File: config.mk
export PLATFORM = sky130hd
export DESIGN_NAME = bit_call_decode
export DESIGN_NICKNAME = d
export VERILOG_FILES = /design/src/logic/bit_call_pkg.sv /design/src/logic/bit_call_alu.sv /design/src/logic/bit_call_decode.sv
export SDC_FILE = /design/constraint.sdc
export NUM_CORES = 1
export LEC_CHECK = 0
export ABC_AREA = 1
export BUFFER_PORTS_ARGS = -buffer_cell sky130_fd_sc_hd__buf_2
export CAP_MARGIN = 20
export CELL_PAD_IN_SITES_DETAIL_PLACEMENT = 1
export CELL_PAD_IN_SITES_GLOBAL_PLACEMENT = 1
export CORE_ASPECT_RATIO = 1.75
export CORE_MARGIN = 2
export CORE_UTILIZATION = 38
export CTS_CLUSTER_DIAMETER = 150
export DETAILED_ROUTE_END_ITERATION = 16
export GPL_TIMING_DRIVEN = 0
export PLACE_DENSITY_LB_ADDON = 0.1
export SYNTH_ARGS = -nofsm -noshare
export SYNTH_HDL_FRONTEND = slang
export SYNTH_SLANG_ARGS = --single-unit
File: constraint.sdc
create_clock -name i_ref_clk -period 2.23 [get_ports i_ref_clk]
set_input_delay 0.223 -clock i_ref_clk [delete_from_list [all_inputs] [get_ports i_ref_clk]]
set_output_delay 0.223 -clock i_ref_clk [all_outputs]
set_load 0.05 [all_outputs]
File: src/logic/bit_call_pkg.sv
// constants and types for the bit test and call decoder
package bit_call_pkg;
    localparam logic [7:0] ESC_BYTE        = 8'h0F;
    localparam logic [7:0] OPC_TEST_IMM    = 8'hBA;
    localparam logic [7:0] OPC_TEST_REG    = 8'hA3;
    localparam logic [7:0] OPC_COMPL_REG   = 8'hBB;
    localparam logic [7:0] OPC_CLEAR_REG   = 8'hB3;
    localparam logic [7:0] OPC_SET_REG     = 8'hAB;
    localparam logic [7:0] OPC_CALL_NEAR   = 8'hE8;
    localparam logic [7:0] OPC_GRP_FF      = 8'hFF;
    localparam logic [7:0] OPC_CALL_FAR    = 8'h9A;
    localparam logic [2:0] EXT_TEST        = 3'h4;
    localparam logic [2:0] EXT_SET         = 3'h5;
    localparam logic [2:0] EXT_CLEAR       = 3'h6;
    localparam logic [2:0] EXT_COMPL       = 3'h7;
    localparam logic [2:0] EXT_CALL_IND    = 3'h2;
    localparam logic [1:0] MOD_REG         = 2'h3;
    localparam logic [7:0] GP_FAULT_VECTOR = 8'h0D;
    // base clock counts
    localparam logic [7:0] CLK_TEST_IMM_R  = 8'h03;
    localparam logic [7:0] CLK_TEST_IMM_M  = 8'h06;
    localparam logic [7:0] CLK_TEST_REG_R  = 8'h03;
    localparam logic [7:0] CLK_TEST_REG_M  = 8'h0C;
    localparam logic [7:0] CLK_BXX_IMM_R   = 8'h06;
    localparam logic [7:0] CLK_BXX_IMM_M   = 8'h08;
    localparam logic [7:0] CLK_BXX_REG_R   = 8'h06;
    localparam logic [7:0] CLK_BXX_REG_M   = 8'h0D;
    localparam logic [7:0] CLK_NEAR_RL     = 8'h07;
    localparam logic [7:0] CLK_NEAR_PM     = 8'h09;
    localparam logic [7:0] CLK_IND_R_RL    = 8'h07;
    localparam logic [7:0] CLK_IND_R_PM    = 8'h09;
    localparam logic [7:0] CLK_IND_M_RL    = 8'h0A;
    localparam logic [7:0] CLK_IND_M_PM    = 8'h0C;
    localparam logic [7:0] CLK_FAR_RL      = 8'h11;
    localparam logic [7:0] CLK_FAR_PM      = 8'h2A;
    localparam logic [7:0] CLK_GATE_SAME   = 8'h40;
    localparam logic [7:0] CLK_GATE_DIFF0  = 8'h62;
    localparam logic [7:0] CLK_GATE_DIFFX  = 8'h6A;
    localparam logic [7:0] CLK_PER_PARAM   = 8'h08;

    typedef enum logic [3:0] {
        OP_NONE  = 4'h0,
        OP_TEST  = 4'h1,
        OP_COMPL = 4'h2,
        OP_CLEAR = 4'h3,
        OP_SET   = 4'h4,
        OP_CNEAR = 4'h5,
        OP_CIND  = 4'h6,
        OP_CFAR  = 4'h7
    } op_t;

    typedef enum logic [2:0] {
        ST_IDLE = 3'b001,
        ST_RUN  = 3'b010,
        ST_DONE = 3'b100
    } state_t;

    function automatic logic [7:0] pick(input logic sel,
                                        input logic [7:0] a,
                                        input logic [7:0] b);
        pick = sel ? b : a;
    endfunction : pick
endpackage : bit_call_pkg

File: src/logic/bit_call_alu.sv
// bit test data path: reports and modifies the selected bit
`timescale 1ns/1ps
module bit_call_alu (
    input  wire logic [31:0] i_operand,
    input  wire logic [4:0]  i_bit_sel,
    input  wire logic [3:0]  i_op,
    output logic      [31:0] o_result,
    output logic             o_bit
);
    wire logic [31:0] mask = 32'h1 << i_bit_sel;
    assign o_bit = |(i_operand & mask);
    always_comb begin
        case (i_op)
            bit_call_pkg::OP_COMPL: o_result = i_operand ^ mask;  // RULE_03
            bit_call_pkg::OP_CLEAR: o_result = i_operand & ~mask; // RULE_05
            bit_call_pkg::OP_SET:   o_result = i_operand | mask;  // RULE_07
            default:                o_result = i_operand;
        endcase
    end
endmodule : bit_call_alu

File: src/logic/bit_call_decode.sv
// decoder and clock sequencer for bit test and call instructions
//
// Behaviour
// RULE_01 - 0F BA /4 imm: bit test, 3/6
// RULE_02 - 0F A3: bit test by register, 3/12
// RULE_03 - 0F BA /7: complement bit, 6/8
// RULE_04 - 0F BB: complement by register, 6/13
// RULE_05 - 0F BA /6: clear bit, 6/8
// RULE_06 - 0F B3: clear by register, 6/13
// RULE_07 - 0F BA /5: set bit, 6/8
// RULE_08 - 0F AB: set by register, 6/13
// RULE_09 - near direct call: 7 or 9 plus m
// RULE_10 - FF /2 indirect call: 7/10 or 9/12
// RULE_11 - far direct call: 17 or 42 plus m
// RULE_12 - same level gate call: 64 plus m
// RULE_13 - other level gate: 98, or 106+8x
// RULE_14 - v86 port denied: fault vector 13
// RULE_15 - add one cycle per fetched component
// RULE_16 - pair: register first, memory second
`timescale 1ns/1ps
module bit_call_decode (
    input  wire logic        i_ref_clk,
    input  wire logic        i_resetn,
    input  wire logic        i_start,
    input  wire logic [7:0]  i_op0,
    input  wire logic [7:0]  i_op1,
    input  wire logic [7:0]  i_modrm,
    input  wire logic [7:0]  i_imm,
    input  wire logic [31:0] i_operand,
    input  wire logic [31:0] i_bit_reg,
    input  wire logic        i_prot_mode,
    input  wire logic        i_v86_mode,
    input  wire logic        i_gate,
    input  wire logic        i_gate_diff_pl,
    input  wire logic [4:0]  i_param_cnt,
    input  wire logic [3:0]  i_fetch_comps,
    input  wire logic        i_io_access,
    input  wire logic        i_io_permit,
    output logic             o_busy,
    output logic             o_done,
    output logic [3:0]       o_op,
    output logic [7:0]       o_clocks,
    output logic [31:0]      o_result,
    output logic             o_carry,
    output logic             o_fault,
    output logic [7:0]       o_fault_vec,
    output logic             o_illegal
);
    // ==========================================================
    // decode
    wire logic       is_esc  = (i_op0 == bit_call_pkg::ESC_BYTE);
    wire logic [2:0] ext     = i_modrm[5:3];
    wire logic       mem_opd = (i_modrm[7:6] != bit_call_pkg::MOD_REG);
    wire logic       imm_grp =
        is_esc && (i_op1 == bit_call_pkg::OPC_TEST_IMM);
    wire logic       tst_imm =
        imm_grp && ext == bit_call_pkg::EXT_TEST;               // RULE_01
    wire logic       cpl_imm =
        imm_grp && ext == bit_call_pkg::EXT_COMPL;              // RULE_03
    wire logic       clr_imm =
        imm_grp && ext == bit_call_pkg::EXT_CLEAR;              // RULE_05
    wire logic       set_imm =
        imm_grp && ext == bit_call_pkg::EXT_SET;                // RULE_07
    wire logic       tst_reg =
        is_esc && i_op1 == bit_call_pkg::OPC_TEST_REG;          // RULE_02
    wire logic       cpl_reg =
        is_esc && i_op1 == bit_call_pkg::OPC_COMPL_REG;         // RULE_04
    wire logic       clr_reg =
        is_esc && i_op1 == bit_call_pkg::OPC_CLEAR_REG;         // RULE_06
    wire logic       set_reg =
        is_esc && i_op1 == bit_call_pkg::OPC_SET_REG;           // RULE_08
    wire logic       c_near  =
        (i_op0 == bit_call_pkg::OPC_CALL_NEAR);                 // RULE_09
    wire logic       c_ind   =
        (i_op0 == bit_call_pkg::OPC_GRP_FF)
        && ext == bit_call_pkg::EXT_CALL_IND;                   // RULE_10
    wire logic       c_far   =
        (i_op0 == bit_call_pkg::OPC_CALL_FAR);                  // RULE_11
    // gates exist only in protected mode
    wire logic       gate_ok = c_far && i_gate && i_prot_mode;  // RULE_12
    wire logic       pm      = i_prot_mode && !i_v86_mode;
    wire logic       io_deny =
        i_v86_mode && i_io_access && !i_io_permit;              // RULE_14

    wire logic [3:0] dec_op =
        (tst_imm || tst_reg) ? bit_call_pkg::OP_TEST  :
        (cpl_imm || cpl_reg) ? bit_call_pkg::OP_COMPL :
        (clr_imm || clr_reg) ? bit_call_pkg::OP_CLEAR :
        (set_imm || set_reg) ? bit_call_pkg::OP_SET   :
        c_near ? bit_call_pkg::OP_CNEAR :
        c_ind  ? bit_call_pkg::OP_CIND  :
        c_far  ? bit_call_pkg::OP_CFAR  : bit_call_pkg::OP_NONE;

    // ==========================================================
    // base clock counts
    // limitation: counts above 255 wrap, so large parameter lists alias
    wire logic [7:0] param_clk =
        {3'h0, i_param_cnt} * bit_call_pkg::CLK_PER_PARAM;
    wire logic [7:0] gate_clk  =
        !i_gate_diff_pl ? bit_call_pkg::CLK_GATE_SAME :         // RULE_12
        (i_param_cnt == 5'h00) ? bit_call_pkg::CLK_GATE_DIFF0 : // RULE_13
        8'(bit_call_pkg::CLK_GATE_DIFFX + param_clk);           // RULE_13
    wire logic [7:0] base_clk =                                 // RULE_16
        tst_imm ? bit_call_pkg::pick(mem_opd,
            bit_call_pkg::CLK_TEST_IMM_R, bit_call_pkg::CLK_TEST_IMM_M) :
        tst_reg ? bit_call_pkg::pick(mem_opd,
            bit_call_pkg::CLK_TEST_REG_R, bit_call_pkg::CLK_TEST_REG_M) :
        (cpl_imm || clr_imm || set_imm) ? bit_call_pkg::pick(mem_opd,
            bit_call_pkg::CLK_BXX_IMM_R, bit_call_pkg::CLK_BXX_IMM_M) :
        (cpl_reg || clr_reg || set_reg) ? bit_call_pkg::pick(mem_opd,
            bit_call_pkg::CLK_BXX_REG_R, bit_call_pkg::CLK_BXX_REG_M) :
        c_near ? bit_call_pkg::pick(pm,
            bit_call_pkg::CLK_NEAR_RL, bit_call_pkg::CLK_NEAR_PM) :
        (c_ind && mem_opd) ? bit_call_pkg::pick(pm,
            bit_call_pkg::CLK_IND_M_RL, bit_call_pkg::CLK_IND_M_PM) :
        c_ind ? bit_call_pkg::pick(pm,
            bit_call_pkg::CLK_IND_R_RL, bit_call_pkg::CLK_IND_R_PM) :
        gate_ok ? gate_clk :
        c_far ? bit_call_pkg::pick(pm,
            bit_call_pkg::CLK_FAR_RL, bit_call_pkg::CLK_FAR_PM) : 8'h01;
    wire logic       is_xfer   = c_near || c_ind || c_far;
    wire logic [7:0] total_clk = is_xfer ?                      // RULE_15
        8'(base_clk + {4'h0, i_fetch_comps}) : base_clk;

    // ==========================================================
    // bit data path; register forms take offset from a register
    wire logic [4:0]  bit_sel = imm_grp ? i_imm[4:0] : i_bit_reg[4:0];
    wire logic [31:0] alu_res;
    wire logic        alu_bit;
    bit_call_alu u_alu (
        .i_operand (i_operand),
        .i_bit_sel (bit_sel),
        .i_op      (dec_op),
        .o_result  (alu_res),
        .o_bit     (alu_bit)
    );

    // ==========================================================
    // sequencer: holds for the decoded number of clocks
    bit_call_pkg::state_t state_ff, nxt_state;
    logic [7:0] cnt_ff;
    logic [7:0] clocks_ff;
    wire logic  accept = (state_ff == bit_call_pkg::ST_IDLE) && i_start;
    wire logic  bad    = (dec_op == bit_call_pkg::OP_NONE) || io_deny;

    always_comb begin
        case (state_ff)
            bit_call_pkg::ST_IDLE: nxt_state = (accept && !bad) ?
                (total_clk == 8'h01 ? bit_call_pkg::ST_DONE
                                    : bit_call_pkg::ST_RUN)
                : bit_call_pkg::ST_IDLE;
            bit_call_pkg::ST_RUN:  nxt_state = (cnt_ff == 8'h02) ?
                bit_call_pkg::ST_DONE : bit_call_pkg::ST_RUN;
            default:               nxt_state = bit_call_pkg::ST_IDLE;
        endcase
    end

    always_ff @(posedge i_ref_clk or negedge i_resetn) begin
        if (!i_resetn) begin
            state_ff    <= bit_call_pkg::ST_IDLE;
            cnt_ff      <= 8'h00;
            clocks_ff   <= 8'h00;
            o_op        <= 4'h0;
            o_result    <= 32'h0;
            o_carry     <= 1'b0;
            o_fault     <= 1'b0;
            o_fault_vec <= 8'h00;
            o_illegal   <= 1'b0;
        end else begin
            state_ff  <= nxt_state;
            o_fault   <= accept && io_deny;                         // RULE_14
            o_illegal <= accept && !io_deny
                         && dec_op == bit_call_pkg::OP_NONE;
            if (accept && io_deny) begin
                o_fault_vec <= bit_call_pkg::GP_FAULT_VECTOR;       // RULE_14
            end
            if (accept && !bad) begin
                cnt_ff    <= total_clk;
                clocks_ff <= total_clk;
                o_op      <= dec_op;
                o_result  <= alu_res;
                o_carry   <= alu_bit;
            end else if (state_ff == bit_call_pkg::ST_RUN) begin
                cnt_ff <= 8'(cnt_ff - 8'h01);
            end
        end
    end

    assign o_busy   = (state_ff != bit_call_pkg::ST_IDLE);
    assign o_done   = (state_ff == bit_call_pkg::ST_DONE);
    assign o_clocks = clocks_ff;

    // ==========================================================
    // checks
    AST_DONE_AFTER_COUNT: assert property (@(posedge i_ref_clk) // RULE_15
        disable iff (!i_resetn)
        (state_ff == bit_call_pkg::ST_RUN && cnt_ff == 8'h02)
        |=> o_done)
        else $error("done did not follow count end");
    AST_NEAR_PM_CLOCKS: assert property (@(posedge i_ref_clk) // RULE_09
        disable iff (!i_resetn)
        (accept && c_near && pm && !io_deny)
        |=> o_clocks == 8'(8'h09 + {4'h0, $past(i_fetch_comps)}))
        else $error("near call clock count wrong");
    AST_TEST_IMM_MEM: assert property (@(posedge i_ref_clk) // RULE_01
        disable iff (!i_resetn)
        (accept && tst_imm && mem_opd && !io_deny)
        |=> o_clocks == 8'h06)
        else $error("bit test memory count wrong");
    AST_TEST_REG_MEM: assert property (@(posedge i_ref_clk) // RULE_02
        disable iff (!i_resetn)
        (accept && tst_reg && mem_opd && !io_deny)
        |=> o_clocks == 8'h0C)
        else $error("bit test register offset count wrong");
    AST_COMPL_FLIP: assert property (@(posedge i_ref_clk) // RULE_03
        disable iff (!i_resetn)
        (accept && cpl_imm && !io_deny)
        |=> o_result == ($past(i_operand) ^ (32'h1 << $past(i_imm[4:0]))))
        else $error("complement result wrong");
    AST_CLEAR_BIT: assert property (@(posedge i_ref_clk) // RULE_06
        disable iff (!i_resetn)
        (accept && clr_reg && !io_deny)
        |=> o_result[$past(i_bit_reg[4:0])] == 1'b0)
        else $error("clear left bit set");
    AST_SET_BIT: assert property (@(posedge i_ref_clk) // RULE_08
        disable iff (!i_resetn)
        (accept && set_reg && !mem_opd && !io_deny)
        |=> o_result[$past(i_bit_reg[4:0])] && o_clocks == 8'h06)
        else $error("set result or count wrong");
    AST_GATE_DIFF: assert property (@(posedge i_ref_clk) // RULE_13
        disable iff (!i_resetn)
        (accept && gate_ok && i_gate_diff_pl && i_param_cnt == 5'h00
         && !io_deny)
        |=> o_clocks == 8'(8'h62 + {4'h0, $past(i_fetch_comps)}))
        else $error("gate call count wrong");
    AST_FAULT_VEC: assert property (@(posedge i_ref_clk) // RULE_14
        disable iff (!i_resetn)
        (accept && io_deny)
        |=> o_fault && o_fault_vec == 8'h0D && !o_busy)
        else $error("denied port did not fault");
endmodule : bit_call_decode

==> run metrics <==
post-synthesis average cell area=7.053 sq um; Critical Path End=o_carry; leading cell types in the layout, fill and taps excluded=130 x buf_2, 128 x nand2_1, 83 x inv_1, 64 x ha_4, 60 x buf_4; WP data arrival=3.04 ns; synth-to-layout area growth=72.91%; Seq cells post-synth=58; status=finished with violations; P_sw=2021 uW; final critical-path share of the clock period=1.256; Starting Density=0.3853; Synth top area share=0.2343; clock-pin slew on the worst setup and hold paths=0.08 ns; final net count=1312; global-route wire length before repair=40.15 mm; Root Buffer Master=clkbuf_16; R2R depth=8; CORE AREA=15800 sq um; DRT iter0 DRCs=501; Synth cell types=41; pin count of the biggest net entering global routing=59; cell count after placement=1188; CP max FO=8; First-pass DRT Iterations=5; chip height=171.4 microns; ratio of cells with drive above 1 in the final layout=0.5701; vias post-DR=7632; DIE AREA=17090 sq um; worst vdd ir=0.4798 mV; failing checks=negative setup slack; fraction of power consumed by sequential logic=0.286; H-tree Lvls=3; total power draw=4687 uW; # rows=61; post-synth top area cell=dfrtp_1; Worst Setup SP=i_op1[6]; sequential share of the synthesized area=0.2386; Slowest-stage cell, CP=nor4_4; Core Util, Final=0.6662; FF-to-FF setup slack=0.13 ns; final hold violations=0; fmax=357.0 MHz; minimum clock period=2.801 ns; DP HPWL=16.29 mm; synthesized instance count=863; WP depth=21; Pleak=0.004976 uW; final worst-path setup slack=-0.5708 ns; FF-to-FF End=o_result[1]; initial antenna violation count=1; CTS tree=yes; WL final=33.83 mm; Post-synth EDFFs=0; required time of the worst setup path=2.47 ns; PD cells=445.3 nW/um^2; CP endpoint kind=register; vias in the first global route=7549; CP cell instances=buf_6 > inv_4 > nand2_4 > nor2_4 > inv_2 > nor3_4 > buf_12 > clkinvlp_4 > buf_4 > nand2_2 > o21ai_4 > clkinv_4 > buf_4 > nor2_4 > inv_2 > nor2_4 > ha_2 > nor4_4 > nand4_1 > nor2_2 > o21ai_1; Relative slew margins=0.4147; Area contributors post-synth=dfrtp_1 23%, ha_1 21%, nand2_1 12%, inv_1 7.8%, nor2_1 5.2%; drt via density=5.925; Worst R2R Start=state_ff[0]; GPL Wtd Cong=0.8404; max-cap violations=0; Switching Fraction=0.4312; critical path class=input pin to register; commonest non-fill, non-tap cell in the layout=buf_2; Synth async-reset ratio=1.000; Setup-failing EPs final=47; Fin Setup TNS=-15.26 ns; CTS Sinks=58; Internal=2666 uW; num ports=171; Post-DRT Antenna Nets=0; clock tree buffer depth=2; Syn. warnings=0; dpl ws=-1.196 ns; worst skew pair latency=0.37 ns; drt wl/cell=26.26 microns; Clock power frac=0.326; Comb pwr share=0.388; Layout Skew=0.01993 ns; Fill cells=1779; slowest cell delay on critical path=0.35 ns; gr usage total=0.3042; final slew viol count=0; cell mode on critical path=nor2_4; CTS buffer count=9; pin slew with the least headroom to its limit=0.8779 ns; worst min path class=input pin to register; Chip Width=99.68 microns; startpoint type of the worst setup path=input pin; cell area after synthesis=6087 sq um; hold path start=i_operand[29]; Non-Filler Instances=1288; Top delay family on crit path=simple AND/OR/NAND/NOR gates; RSZ-0062 raised after global routing=true; buffers added on ports=131; total grt overflow=0; DRC Markers=0; worst path buffer plus inverter count=9; Post-synth top flop=dfrtp_1
==> synthesized netlist by cell type (all sizes together) (4+ instances only) <==
master  number
clkbuf       6
dfrtp       57
xor2        10
nor4         9
nor2        91
ha         104
nor3        14
a21oi        4
inv        134
nand3       49
a221oi      32
or2          6
nand4       23
nand2      205
buf         24
o21ai       80
==> sequential cells by signal, summed over array words and instances (netlist names) <==
signal,cells
o_carry,1
o_result,32
o_fault_vec,1
state_ff,3
o_clocks,8
o_fault,1
o_op,3
o_illegal,1
cnt_ff,8
==> cell type report <==
| class | count | area [sq um] | share of cell area |
|---|---|---|---|
| timing repair inverter | 1 | 7.507 | 0.0007133 |
| tap | 189 | 236.5 | 0.02247 |
| sequential | 58 | 1453 | 0.1380 |
| inverter | 134 | 563.0 | 0.05349 |
| clock buffer | 9 | 225.2 | 0.02140 |
| clock inverter | 7 | 77.57 | 0.007370 |
| antenna | 1 | 2.502 | 0.0002378 |
| timing repair buffer | 213 | 1551 | 0.1474 |
| buffer | 30 | 190.2 | 0.01807 |
| multi-input combinational | 646 | 6218 | 0.5908 |
==> power groups by stage <==
stage	logic, uW	clock network, uW	registers (uW)
global route	1920	1560	1350
global placement	1280	0	1330
floorplan	491	0	1740
CTS	1520	1470	1320
detailed placement	1310	0	1330
finish	1820	1530	1340
==> worst reg2reg max path: stages, from the launching register on <==
cell,delay [ns]
dfstp_2,0.52
inv_1,0.06
nor3_2,0.33
nand2_1,0.18
nor2_1,0.23
nand2_4,0.15
buf_2,0.27
nand2_1,0.15
o21ai_1,0.09
==> layer usage <==
layer | routed length (microns) | share of wire | vias to the layer above | track usage
met5 | 0 | 0 | - | 0
met4 | 3062 | 0.091 | 0 | 0.1811
met3 | 1483 | 0.044 | 190 | 0.04063
met2 | 18170 | 0.54 | 399 | 0.5799
met1 | 11110 | 0.33 | 3759 | 0.3082
li1 | - | - | 3284 | -
==> kinds of logic (layout without fill, tap and decap cells) <==
family | count (synthesis) | count (layout) | synth area share
adder cells (fa/ha/maj) | 105 | 105 | 0.2171
other | 1 | 7 | 0.0006161
flip-flops | 58 | 58 | 0.2386
buffers and inverters | 164 | 394 | 0.1098
AO/OA/AOI/OAI | 123 | 123 | 0.1268
XOR/XNOR | 11 | 11 | 0.01583
AND/OR/NAND/NOR | 401 | 401 | 0.2913
==> worst min path at each step <==
stage,depth (start not counted),endpoint,slack (ns)
detailed placement,1,o_result[23],0.37
floorplan,0,cnt_ff[0],-0.07
CTS,3,o_result[12],0.21
global route,3,o_illegal,0.25
global placement,2,o_clocks[5],0.46
finish,3,o_result[29],0.23
==> per-stage QoR <==
step,area (sq um),hold slack [ns]
final,10530,0.2310
after detailed placement,7393,0.3653
after CTS,9199,0.2074
after global routing,10520,0.2500
after floorplan,6499,-0.07259
after global placement,7391,0.4593
==> timing repair <==
item                                    in CTS  in global routing
cloned                                       1                  0
endpoints found under the hold margin        7                  0
endpoints found under the setup margin      49                 53
resized for setup                          285                226
buffers inserted                            44                 41
hold buffers                                 1                  0
pin swaps                                  132                121
Note: power is estimated with default switching activity, not from simulation.
